--- src/hw/measure_counter_regs.vh ---
// register offsets, fields and timing constants of the measurement counter
`ifndef MEASURE_COUNTER_REGS_VH
`define MEASURE_COUNTER_REGS_VH

// ----------------------------------------
// register offsets (8-bit address)
// ----------------------------------------
`define ADDR_CTRL_ONE      8'h00
`define ADDR_CTRL_TWO      8'h01
`define ADDR_STATUS        8'h02
`define ADDR_COUNT_LO      8'h03
`define ADDR_COUNT_HI      8'h04
`define ADDR_GATE_PERIOD   8'h05
`define ADDR_IRQ_STATUS    8'h06

// ----------------------------------------
// counter_control_one fields
// ----------------------------------------
`define C1_START_LSB       0
`define C1_MODE_BIT        2
`define C1_SRC_LSB         3
`define C1_CLEAR_BIT       7
`define START_STOP         2'h0
`define START_RUN          2'h2
`define MODE_PULSE         1'b0
`define MODE_FREQ          1'b1
`define SRC_EXTERNAL       3'h7

// ----------------------------------------
// counter_control_two fields
// ----------------------------------------
`define C2_TICK_LSB        2
`define C2_EDGE_BIT        4
`define C2_GATE_LSB        5
`define GATE_PIN           2'h0
`define GATE_INTERNAL      2'h1
`define EDGE_FALL          1'b0
`define EDGE_BOTH          1'b1

// ----------------------------------------
// status fields and widths
// ----------------------------------------
`define ST_WINDOW_BIT      7
`define ST_OVF_BIT         6
`define COUNT_W            18
`define COUNT_MAX          18'h3ffff
`define PERIOD_BASE        5'h10

// ----------------------------------------
// divider: taps for source clock and gate tick
// ----------------------------------------
`define DIV_W              15
`define GATE_TICK_TAP0     12
`define SRC_TAP0           4'h0
`define SRC_TAP1           4'h3
`define SRC_TAP2           4'h7
`define SRC_TAP3           4'hb
`define SRC_TAP4           4'hd

`endif

--- src/hw/edge_detect.v ---
// registered edge detector for one level
`timescale 1ns/10ps
module edge_detect (
  // clock and reset
  input  wire clock,
  input  wire resetn,
  // level in
  input  wire level,
  // edge pulses out
  output wire rise,
  output wire fall
);

  reg level_r;

  always @(posedge clock) begin
    if (!resetn) begin
      level_r <= 1'b0;
    end else begin
      level_r <= level;
    end
  end

  assign rise = level & ~level_r;
  assign fall = ~level & level_r;

endmodule // edge_detect

--- src/hw/gate_generator.v ---
// internal window gate: alternating high and low periods in ticks
`timescale 1ns/10ps
`include "measure_counter_regs.vh"
module gate_generator (
  // clock and reset
  input  wire       clock,
  input  wire       resetn,
  // control
  input  wire       run,
  input  wire       tick,
  input  wire [3:0] high_field,
  input  wire [3:0] low_field,
  // gate out
  output reg        gate_r
);

  localparam ST_IDLE = 2'h0;
  localparam ST_HIGH = 2'h1;
  localparam ST_LOW  = 2'h2;

  reg [1:0] state_r;
  reg [4:0] left_r;

  always @(posedge clock) begin
    if (!resetn) begin
      state_r    <= ST_IDLE;
      left_r     <= 5'h00;
      gate_r     <= 1'b0;
    end else if (!run) begin
      state_r <= ST_IDLE;
      gate_r  <= 1'b0;
    end else if (tick) begin
      case (state_r)
        ST_IDLE: begin
          state_r <= ST_HIGH;
          gate_r  <= 1'b1;
          left_r  <= `PERIOD_BASE - {1'b0, high_field} - 5'h01;
        end
        ST_HIGH: begin
          if (left_r == 5'h00) begin
            state_r    <= ST_LOW;
            gate_r     <= 1'b0;
            left_r     <= `PERIOD_BASE - {1'b0, low_field} - 5'h01;
          end else begin
            left_r <= left_r - 5'h01;
          end
        end
        ST_LOW: begin
          if (left_r == 5'h00) begin
            state_r <= ST_HIGH;
            gate_r  <= 1'b1;
            left_r  <= `PERIOD_BASE - {1'b0, high_field} - 5'h01;
          end else begin
            left_r <= left_r - 5'h01;
          end
        end
        default: begin
          state_r <= ST_IDLE;
          gate_r  <= 1'b0;
        end
      endcase
    end
  end

endmodule // gate_generator

--- src/hw/measure_counter.v ---
// measurement counter: pulse width and frequency modes
//
// Functional notes
// - pulse mode counts falling edges of window AND clock
// - pulse mode irq on falling or both edges
// - uncleared counter resumes from held value
// - wrap to zero sets overflow flag
// - overflow flag held until counter clear
// - stop while window high raises irq
// - both-edge start with window high raises irq
// - window flag meaningless in pulse mode
// - window falling during clock high adds one
// - frequency mode counts count pin edges gated
// - gate select 00 uses external gate pin
// - gate select 01 internal gate, 10 reserved
// - frequency irq on gate falling or both edges
// - window flag shows gate state in frequency
// - flag zero stopped or low, one counting high
// - internal gate alternates high and low periods
// - each period lasts 16 minus field ticks
// - tick select 2^12, 2^13, 2^14; 11 reserved
// - first gate period may start one tick late
// - low period change takes effect next low
// - gate falling with count pin high adds one
//
// Strobed register access and the address map were chosen for this implementation.
`timescale 1ns/10ps
`include "measure_counter_regs.vh"
module measure_counter (
  // clock and reset
  input  wire       clock,
  input  wire       resetn,
  // register port
  input  wire [7:0] addr,
  input  wire [7:0] wdata,
  input  wire       wr,
  input  wire       rd,
  output reg  [7:0] rdata_r,
  // pins
  input  wire       count_input_pin,
  input  wire       external_gate_pin,
  // event out
  output reg        measure_irq
);

  // ----------------------------------------
  // registers
  // ----------------------------------------
  reg [1:0]           start_r;
  reg                 mode_r;
  reg [2:0]           src_r;
  reg [1:0]           tick_sel_r;
  reg                 edge_sel_r;
  reg [1:0]           gate_sel_r;
  reg [7:0]           period_r;
  reg [`COUNT_W-1:0]  count_r;
  reg [`COUNT_W-1:0]  count_nxt;
  reg                 ovf_r;
  reg                 ovf_nxt;
  reg                 irq_seen_r;
  reg [`DIV_W-1:0]    div_r;
  reg                 src_clk_r;
  reg                 tick_r;
  reg                 and_prev_r;

  wire running  = (start_r == `START_RUN);
  wire wr_c1    = wr && (addr == `ADDR_CTRL_ONE);
  wire wr_c2    = wr && (addr == `ADDR_CTRL_TWO);
  wire clear_wr = wr_c1 && wdata[`C1_CLEAR_BIT];
  wire [1:0] new_start = wdata[`C1_START_LSB+1:`C1_START_LSB];

  // ----------------------------------------
  // system divider and source clock select
  // ----------------------------------------
  reg [3:0] src_tap;
  reg       tick_hit;
  always @* begin
    case (src_r)
      3'h0:    src_tap = `SRC_TAP4;
      3'h1:    src_tap = `SRC_TAP3;
      3'h2:    src_tap = `SRC_TAP2;
      3'h3:    src_tap = `SRC_TAP1;
      default: src_tap = `SRC_TAP0;
    endcase
    case (tick_sel_r)
      2'h0:    tick_hit = &div_r[`GATE_TICK_TAP0-1:0];
      2'h1:    tick_hit = &div_r[`GATE_TICK_TAP0:0];
      default: tick_hit = &div_r[`GATE_TICK_TAP0+1:0];
    endcase
  end

  always @(posedge clock) begin
    if (!resetn) begin
      div_r     <= {`DIV_W{1'b0}};
      src_clk_r <= 1'b0;
      tick_r    <= 1'b0;
    end else begin
      div_r     <= div_r + {{(`DIV_W-1){1'b0}}, 1'b1};
      // source clock level; tap 0 toggles every cycle
      src_clk_r <= div_r[src_tap];
      tick_r    <= tick_hit;
    end
  end

  // ----------------------------------------
  // window gate selection
  // ----------------------------------------
  wire int_gate;
  gate_generator u_gate (
    .clock      (clock),
    .resetn     (resetn),
    .run        (running && mode_r == `MODE_FREQ && gate_sel_r == `GATE_INTERNAL),
    .tick       (tick_r),
    .high_field (period_r[3:0]),
    .low_field  (period_r[7:4]),
    .gate_r     (int_gate)
  );

  wire freq_gate = (gate_sel_r == `GATE_PIN)      ? external_gate_pin :
                   (gate_sel_r == `GATE_INTERNAL) ? int_gate : 1'b0;
  // window seen by the irq logic; gated off while stopped
  wire window = running && ((mode_r == `MODE_PULSE) ? count_input_pin : freq_gate);

  wire win_rise;
  wire win_fall;
  edge_detect u_win (
    .clock  (clock),
    .resetn (resetn),
    .level  (window),
    .rise   (win_rise),
    .fall   (win_fall)
  );

  // ----------------------------------------
  // count source: falling edge of the AND
  // ----------------------------------------
  // window AND source clock
  // count pin AND gate; fall out of the AND
  wire and_now = running && ((mode_r == `MODE_PULSE) ? (count_input_pin & src_clk_r)
                                                     : (count_input_pin & freq_gate));
  wire inc = and_prev_r & ~and_now;

  always @* begin
    count_nxt = count_r;
    ovf_nxt   = ovf_r;
    if (clear_wr) begin
      count_nxt = {`COUNT_W{1'b0}};
      ovf_nxt   = 1'b0;
    end else if (inc) begin
      count_nxt = count_r + {{(`COUNT_W-1){1'b0}}, 1'b1};
      if (count_r == `COUNT_MAX) begin
        ovf_nxt = 1'b1;
      end
    end
  end

  // ----------------------------------------
  // irq event: edges, stop and start writes
  // ----------------------------------------
  wire pulse_win_high = (mode_r == `MODE_PULSE) && count_input_pin;
  wire stop_evt  = wr_c1 && running && (new_start == `START_STOP) && pulse_win_high;
  wire start_evt = wr_c1 && !running && (new_start == `START_RUN) &&
                   (wdata[`C1_MODE_BIT] == `MODE_PULSE) && count_input_pin &&
                   (edge_sel_r == `EDGE_BOTH);
  wire edge_evt  = win_fall || (win_rise && edge_sel_r == `EDGE_BOTH);
  // start or stop write swallows the edge it causes, so one irq only
  wire irq_evt   = stop_evt || start_evt || (edge_evt && !irq_seen_r);

  always @(posedge clock) begin
    if (!resetn) begin
      start_r     <= `START_STOP;
      mode_r      <= `MODE_PULSE;
      src_r       <= 3'h0;
      tick_sel_r  <= 2'h0;
      edge_sel_r  <= `EDGE_FALL;
      gate_sel_r  <= `GATE_PIN;
      period_r    <= 8'h00;
      count_r     <= {`COUNT_W{1'b0}};
      ovf_r       <= 1'b0;
      and_prev_r  <= 1'b0;
      irq_seen_r  <= 1'b0;
      measure_irq <= 1'b0;
      rdata_r     <= 8'h00;
    end else begin
      count_r     <= count_nxt;
      ovf_r       <= ovf_nxt;
      and_prev_r  <= and_now;
      irq_seen_r  <= stop_evt || start_evt;
      measure_irq <= irq_evt;
      if (wr_c1) begin
        start_r <= new_start;
        mode_r  <= wdata[`C1_MODE_BIT];
        src_r   <= wdata[`C1_SRC_LSB+2:`C1_SRC_LSB];
      end
      if (wr_c2) begin
        tick_sel_r <= wdata[`C2_TICK_LSB+1:`C2_TICK_LSB];
        edge_sel_r <= wdata[`C2_EDGE_BIT];
        gate_sel_r <= wdata[`C2_GATE_LSB+1:`C2_GATE_LSB];
      end
      // low field sampled at next low start
      if (wr && addr == `ADDR_GATE_PERIOD) begin
        period_r <= wdata;
      end
      // read data valid one cycle after strobe
      if (rd) begin
        case (addr)
          `ADDR_CTRL_ONE:    rdata_r <= {2'h0, src_r, mode_r, start_r};
          `ADDR_CTRL_TWO:    rdata_r <= {1'b0, gate_sel_r, edge_sel_r, tick_sel_r, 2'h2};
          // window flag; pulse mode reads zero
          `ADDR_STATUS:      rdata_r <= {(mode_r == `MODE_FREQ) && window, ovf_r, 6'h00};
          `ADDR_COUNT_LO:    rdata_r <= count_r[7:0];
          `ADDR_COUNT_HI:    rdata_r <= count_r[15:8];
          `ADDR_GATE_PERIOD: rdata_r <= period_r;
          `ADDR_IRQ_STATUS:  rdata_r <= {6'h00, count_r[17:16]};
          default:           rdata_r <= 8'h00;
        endcase
      end else begin
        rdata_r <= 8'h00;
      end
    end
  end

endmodule // measure_counter

--- config.mk ---
export PLATFORM = sky130hd
export DESIGN_NAME = measure_counter
export DESIGN_NICKNAME = d
export VERILOG_FILES = /design/src/hw/edge_detect.v /design/src/hw/gate_generator.v /design/src/hw/measure_counter.v
export VERILOG_INCLUDE_DIRS = /design/src /design/src/hw
export SDC_FILE = /design/constraint.sdc
export NUM_CORES = 1
export LEC_CHECK = 0
export BUFFER_PORTS_ARGS = -buffer_cell sky130_fd_sc_hd__buf_2
export CORE_ASPECT_RATIO = 0.7
export CORE_MARGIN = 5
export CORE_UTILIZATION = 61
export DETAILED_ROUTE_END_ITERATION = 16
export GPL_TIMING_DRIVEN = 0
export PLACE_DENSITY = 0.81
export SLEW_MARGIN = 10
export SYNTH_ARGS = -nofsm -noshare
export SYNTH_HDL_FRONTEND = slang
export SYNTH_SLANG_ARGS = --single-unit
--- constraint.sdc ---
create_clock -name clock -period 5.1 [get_ports clock]
set_clock_uncertainty 0.15 [all_clocks]
set_input_delay 1.53 -clock clock [delete_from_list [all_inputs] [get_ports clock]]
set_output_delay 1.53 -clock clock [all_outputs]
set_load 0.05 [all_outputs]
# Word-level counts from Yosys, hierarchy flattened
# Cells that the tools add are included.
# word_totals
reg_bits	75
inputBits	22
output_inout_bits	9
word_cells	117
# classes
n_addsub	7
order_cmp	1
n_eq_ne	18
n_mux	18
n_bitwise	11
n_reduce_logical	42
# ops
operator	n
$pmux W8 S7	1
$eq A8 B3 Y1 const B	3
$logic_and A1 B1 Y1	20
$add A18 B1 Y18 const B	1
$eq A18 B18 Y1 const B	1
$eq A8 B2 Y1 const B	2
$pmux W4 S4	1
$add A15 B1 Y15 const B	1
$pmux W5 S3	1
$sub A5 B1 Y5 const B	3
$reduce_and A14 Y1	1
$reduce_and A13 Y1	1
$reduce_and A12 Y1	1
$mux W5	2
$sub A5 B4 Y5 const A	2
$eq A8 B1 Y1 const B	1
$logic_not A2 Y1	4
$logic_not A8 Y1	1
$mux W1	7
$eq A2 B1 Y1 const B	3
$eq A2 B2 Y1 const B	3
$eq A3 B2 Y1 const B	2
$not A1 Y1	6
$pmux W2 S3	1
16 further kinds	28

# Longest topological paths before layout
# depth
word_depth	10
mapped_depth	7
depth_no_buf	6

# Cells and area by module
# A second synthesis with hierarchy kept.
# unflattened
cells_unflattened	415
area_unflattened_um2	3752.3
# modules_own_cells
module	instances	cells_each	area_each_um2
measure_counter	1	344	3153.0
gate_generator	1	67	560.5
edge_detect	1	4	38.8

# Worst setup path after synthesis
# No wires, ideal clock.
# synth_path
path_type	input -> register
from	input port addr[5]
to	register count_r[10]
setup_ns	0.126
t_arrival_ns	3.011
t_required_ns	4.824
setup_slack_ns	1.813
cell_stages	5
n_path_buf	1
path_cell_list	or4_4 > or4_4 > o21ai_4 > buf_6 > a21oi_1
# synth_via
elab_chain_cells	4
# synth_lines
item	line_no	rtl
start: declaration	measure_counter.v:34	input wire [7:0] addr,
$logic_not A8 Y1	-	
$logic_and A1 B1 Y1	measure_counter.v:67	wire wr_c1 = wr && (addr == `ADDR_CTRL_ONE);
$logic_and A1 B1 Y1	measure_counter.v:69	wire clear_wr = wr_c1 && wdata[`C1_CLEAR_BIT];
$reduce_or A2 Y1 (no source line)	-	
end signal: assignment	measure_counter.v:178	count_r <= {`COUNT_W{1'b0}};
end signal: assignment	measure_counter.v:185	count_r <= count_nxt;
end: declaration	measure_counter.v:56	reg [`COUNT_W-1:0] count_r;
# No other way between the ends.
# A chain may end at the register's enable or synchronous reset.

# Worst setup path in the final report
# layout_path
from	input port addr[5]
to	register count_r[17]
# Same word-level chain as after synthesis.

==> qor.yml <==
status: "finished, final reports clean"
cts_buffer_depth: 2
hold-worst-slack_ns: 0.311
ys_warn_count: 0
post_route_cells_drive_above_1_share_pct: 16.4
syn_area_per_cell_sq_um: 9.13
ant_nets: 0
synth_edf_count: 0
setup_violations: 0
drv_slew: 0
postCtsHoldBufs: 0
cts-buffers-inserted: 9
root_buffer: "clkbuf_8"
cp-end-kind: "flop"
power.share.switching_pct: 24.7
p_per_area_mw_per_mm2: 250
ir_drop_mv: 0.174
maxCapViolations: 0
regArea_sq_mm: 0.00146
critPathMaxStageDelay_ns: 0.56
clk_latency_ns: 0.36
grt_usage_pct: 26.0
antenna_found_initial: 0
synth_flop_cell: "dfxtp_1"
area_growth_pct: 11.0
grt_setup_unrepaired: "false"
n_fill_cell: 430
final_cell_mix: "dfxtp_1, nor2_1, buf_2"
syn_nets: 436
cp_max_fo: 10
fin_setup_tns_ns: 0
cts_setup_buffers: 0
power.net_switching_mw: 0.254
async_flop_share_pct: 0
synth.top_cell.area_share_pct: 39.4
dpl.hpwl_microns: 6880
htreeDepth: 3
routedWlPerCell_microns: 17.5
diodes: 0
worst_slew_pin_slew_ns: 0.849
power_mw: 1.03
numClockSinks: 73
drt_iter0_markers: 332
critical_path_arrival_ns: 3.31
first_global_vias: 3055
drcViolationCount: 0
startpoint: "addr[5]"
synth_largest_area_cell: "dfxtp_1"
routed_wl_microns: 9200
grt_max_degree: 13
critPathTopFamily: "simple AND/OR/NAND/NOR gates"
yosysSeqAreaShare_pct: 39.4
start_util_pct: 63.8
clock.fmax_ghz: 0.311
vias_per_cell: 6.31
required_ns: 5.19
final_net_count: 476
min_period_over_period_pct: 63.1
intPower_mw: 0.774
clockPowerShare_pct: 39.5
cp-start-kind: "input port"
synth_cells: 406
gp_congestion: 0.852
criticalPathCategory: "input port to flop"
comb_power_share_pct: 4.7
final_common_cell: "dfxtp_1"
clk_pin_slew_ns: 0.08
grt_pass1_wl_microns: 15300
die_y_microns: 75.2
core-area_sq_mm: 0.00581
p_seq_share_pct: 55.8
grt_overflow_total: 0
finalHoldViolations: 0
crit_path_cell_trace: "buf_2 > or4_4 > or4_4 > o21ai_4 > buf_6 > a21oi_1"
period_needed_ns: 3.22
hp-class: "flop to flop"
fp.dieW_microns: 103
port_buffers: 29
dr.pass1.iters: 5
die_area_sq_mm: 0.00776
yosysUniqueCellTypes: 61
power_leakage_nw: 1.48
relSlewSlack_pct: 42.6
cts_resized: 0
hp-start: "ovf_r$_SDFFE_PP0P_"
cp_num_buf_inv: 2
rows: 23
ios: 31
crit_slowest_cell: "or4_4"
synthTopCellsByArea: "dfxtp_1, mux2i_1, nor2_1"
synth_area_sq_mm: 0.00371
ys_seq_elements: 73
multi_input_area_sq_mm: 0.00208
r2r_start: "mode_r$_SDFFE_PN0N_"
tritoncts: "built"
path_common_cell: "or4_4"
vias: 3315
synthesized netlist by cell type (2+ instances only):
cell type and number:
nor4b_1 3, or3_1 7, buf_2 5, ha_1 8
or2_2 2, xor2_1 5, a21boi_0 2, o21ai_0 15
mux2i_1 27, o22ai_1 4, a311oi_1 2, buf_6 2
o21a_1 3, nor4b_4 2, nor3_2 2, xnor2_1 6
a21oi_1 29, mux4_2 5, nand2_1 16, nand3_1 12
inv_1 18, o31ai_1 14, nor3_1 5, dfxtp_1 73
nand2b_1 5, o221a_2 3, nor2b_1 6, or4_4 2
clkbuf_1 10, and3_1 6, o2111ai_1 2, nand4_1 9
or4_1 15, o211ai_1 2, or3b_2 3, nor2_1 47
and4_1 3, nand3b_1 3
per-layer routing:
metal,global-route usage (%),wire length (microns),vias to the layer above
met3,10.2,1190,17
met1,36.7,4070,1529
met2,36.8,3800,180
li1,-,-,1589
met4,7.33,128,0
met5,0,0,-
per-stage QoR:
| stage | instances | setup slack, ns | area (sq um) | util, % |
|---|---|---|---|---|
| global route | 525 | 1.85 | 4120 | 70.8 |
| finish | 525 | 1.88 | 4120 | 70.8 |
| floorplan | 406 | 1.81 | 3710 | - |
| global placement | 510 | 1.54 | 3950 | 67.9 |
| CTS | 525 | 1.90 | 4120 | 70.8 |
| detailed placement | 510 | 1.51 | 3950 | 67.9 |
kinds of logic (layout without fill, tap and decap cells):
group | count (synthesis) | count (layout) | share of synthesized area [%]
and+or+nand+nor | 156 | 156 | 24.6
AOI/OAI and AO/OA | 88 | 88 | 15.6
DFF | 73 | 73 | 39.4
buffers and inverters | 37 | 81 | 4.42
muxes | 33 | 33 | 10.6
xor gates and xnor gates | 11 | 11 | 2.60
adders and majority gates | 8 | 8 | 2.70
sequential cells by signal (all words and copies together) (netlist names), 2 cells and up:
| name | flops |
|---|---|
| count_r | 18 |
| u_gate.left_r | 5 |
| div_r | 14 |
| rdata_r | 8 |
| period_r | 8 |
| src_r | 3 |
| gate_sel_r | 2 |
| start_r | 2 |
| tick_sel_r | 2 |
cell type report:
| type | count | area share, % |
|---|---|---|
| Timing Repair Buffer | 29 | 3.53 |
| Inverter | 18 | 1.64 |
| Buffer | 19 | 2.34 |
| Clock buffer | 10 | 3.34 |
| Clock inverter | 5 | 0.791 |
| Tap cell | 75 | 2.28 |
| Multi-Input combinational cell | 296 | 50.6 |
| Sequential cell | 73 | 35.5 |
worst paths after layout:
check,endpoint,slack [ns],cells after the start
max reg2reg,count_r[16]$_SDFFE_PP0P_,2.82,5
max,count_r[17]$_SDFFE_PP0P_,1.88,6
min,ovf_r$_SDFFE_PP0P_,0.31,2
min reg2reg,ovf_r$_SDFFE_PP0P_,0.31,2
power groups by stage:
stage          combinational (mW)  sequential, mW  clock, mW
3_5_place_dp               0.0475           0.587          0
2_1_floorplan              0.0263           0.587          0
6_report                   0.0486           0.574      0.406
3_3_place_gp               0.0462           0.587          0
4_1_cts                    0.0475           0.574      0.408
5_1_grt                    0.0530           0.574      0.429
worst reg2reg max path, cell delays in order (launching register included):
cell and delay, ns:
dfxtp_1 0.39, or3b_2 0.45, buf_2 0.17, o2111ai_1 0.72
nor4b_1 0.14, mux2i_1 0.15
No activity file was read; power rests on OpenSTA's default activity.
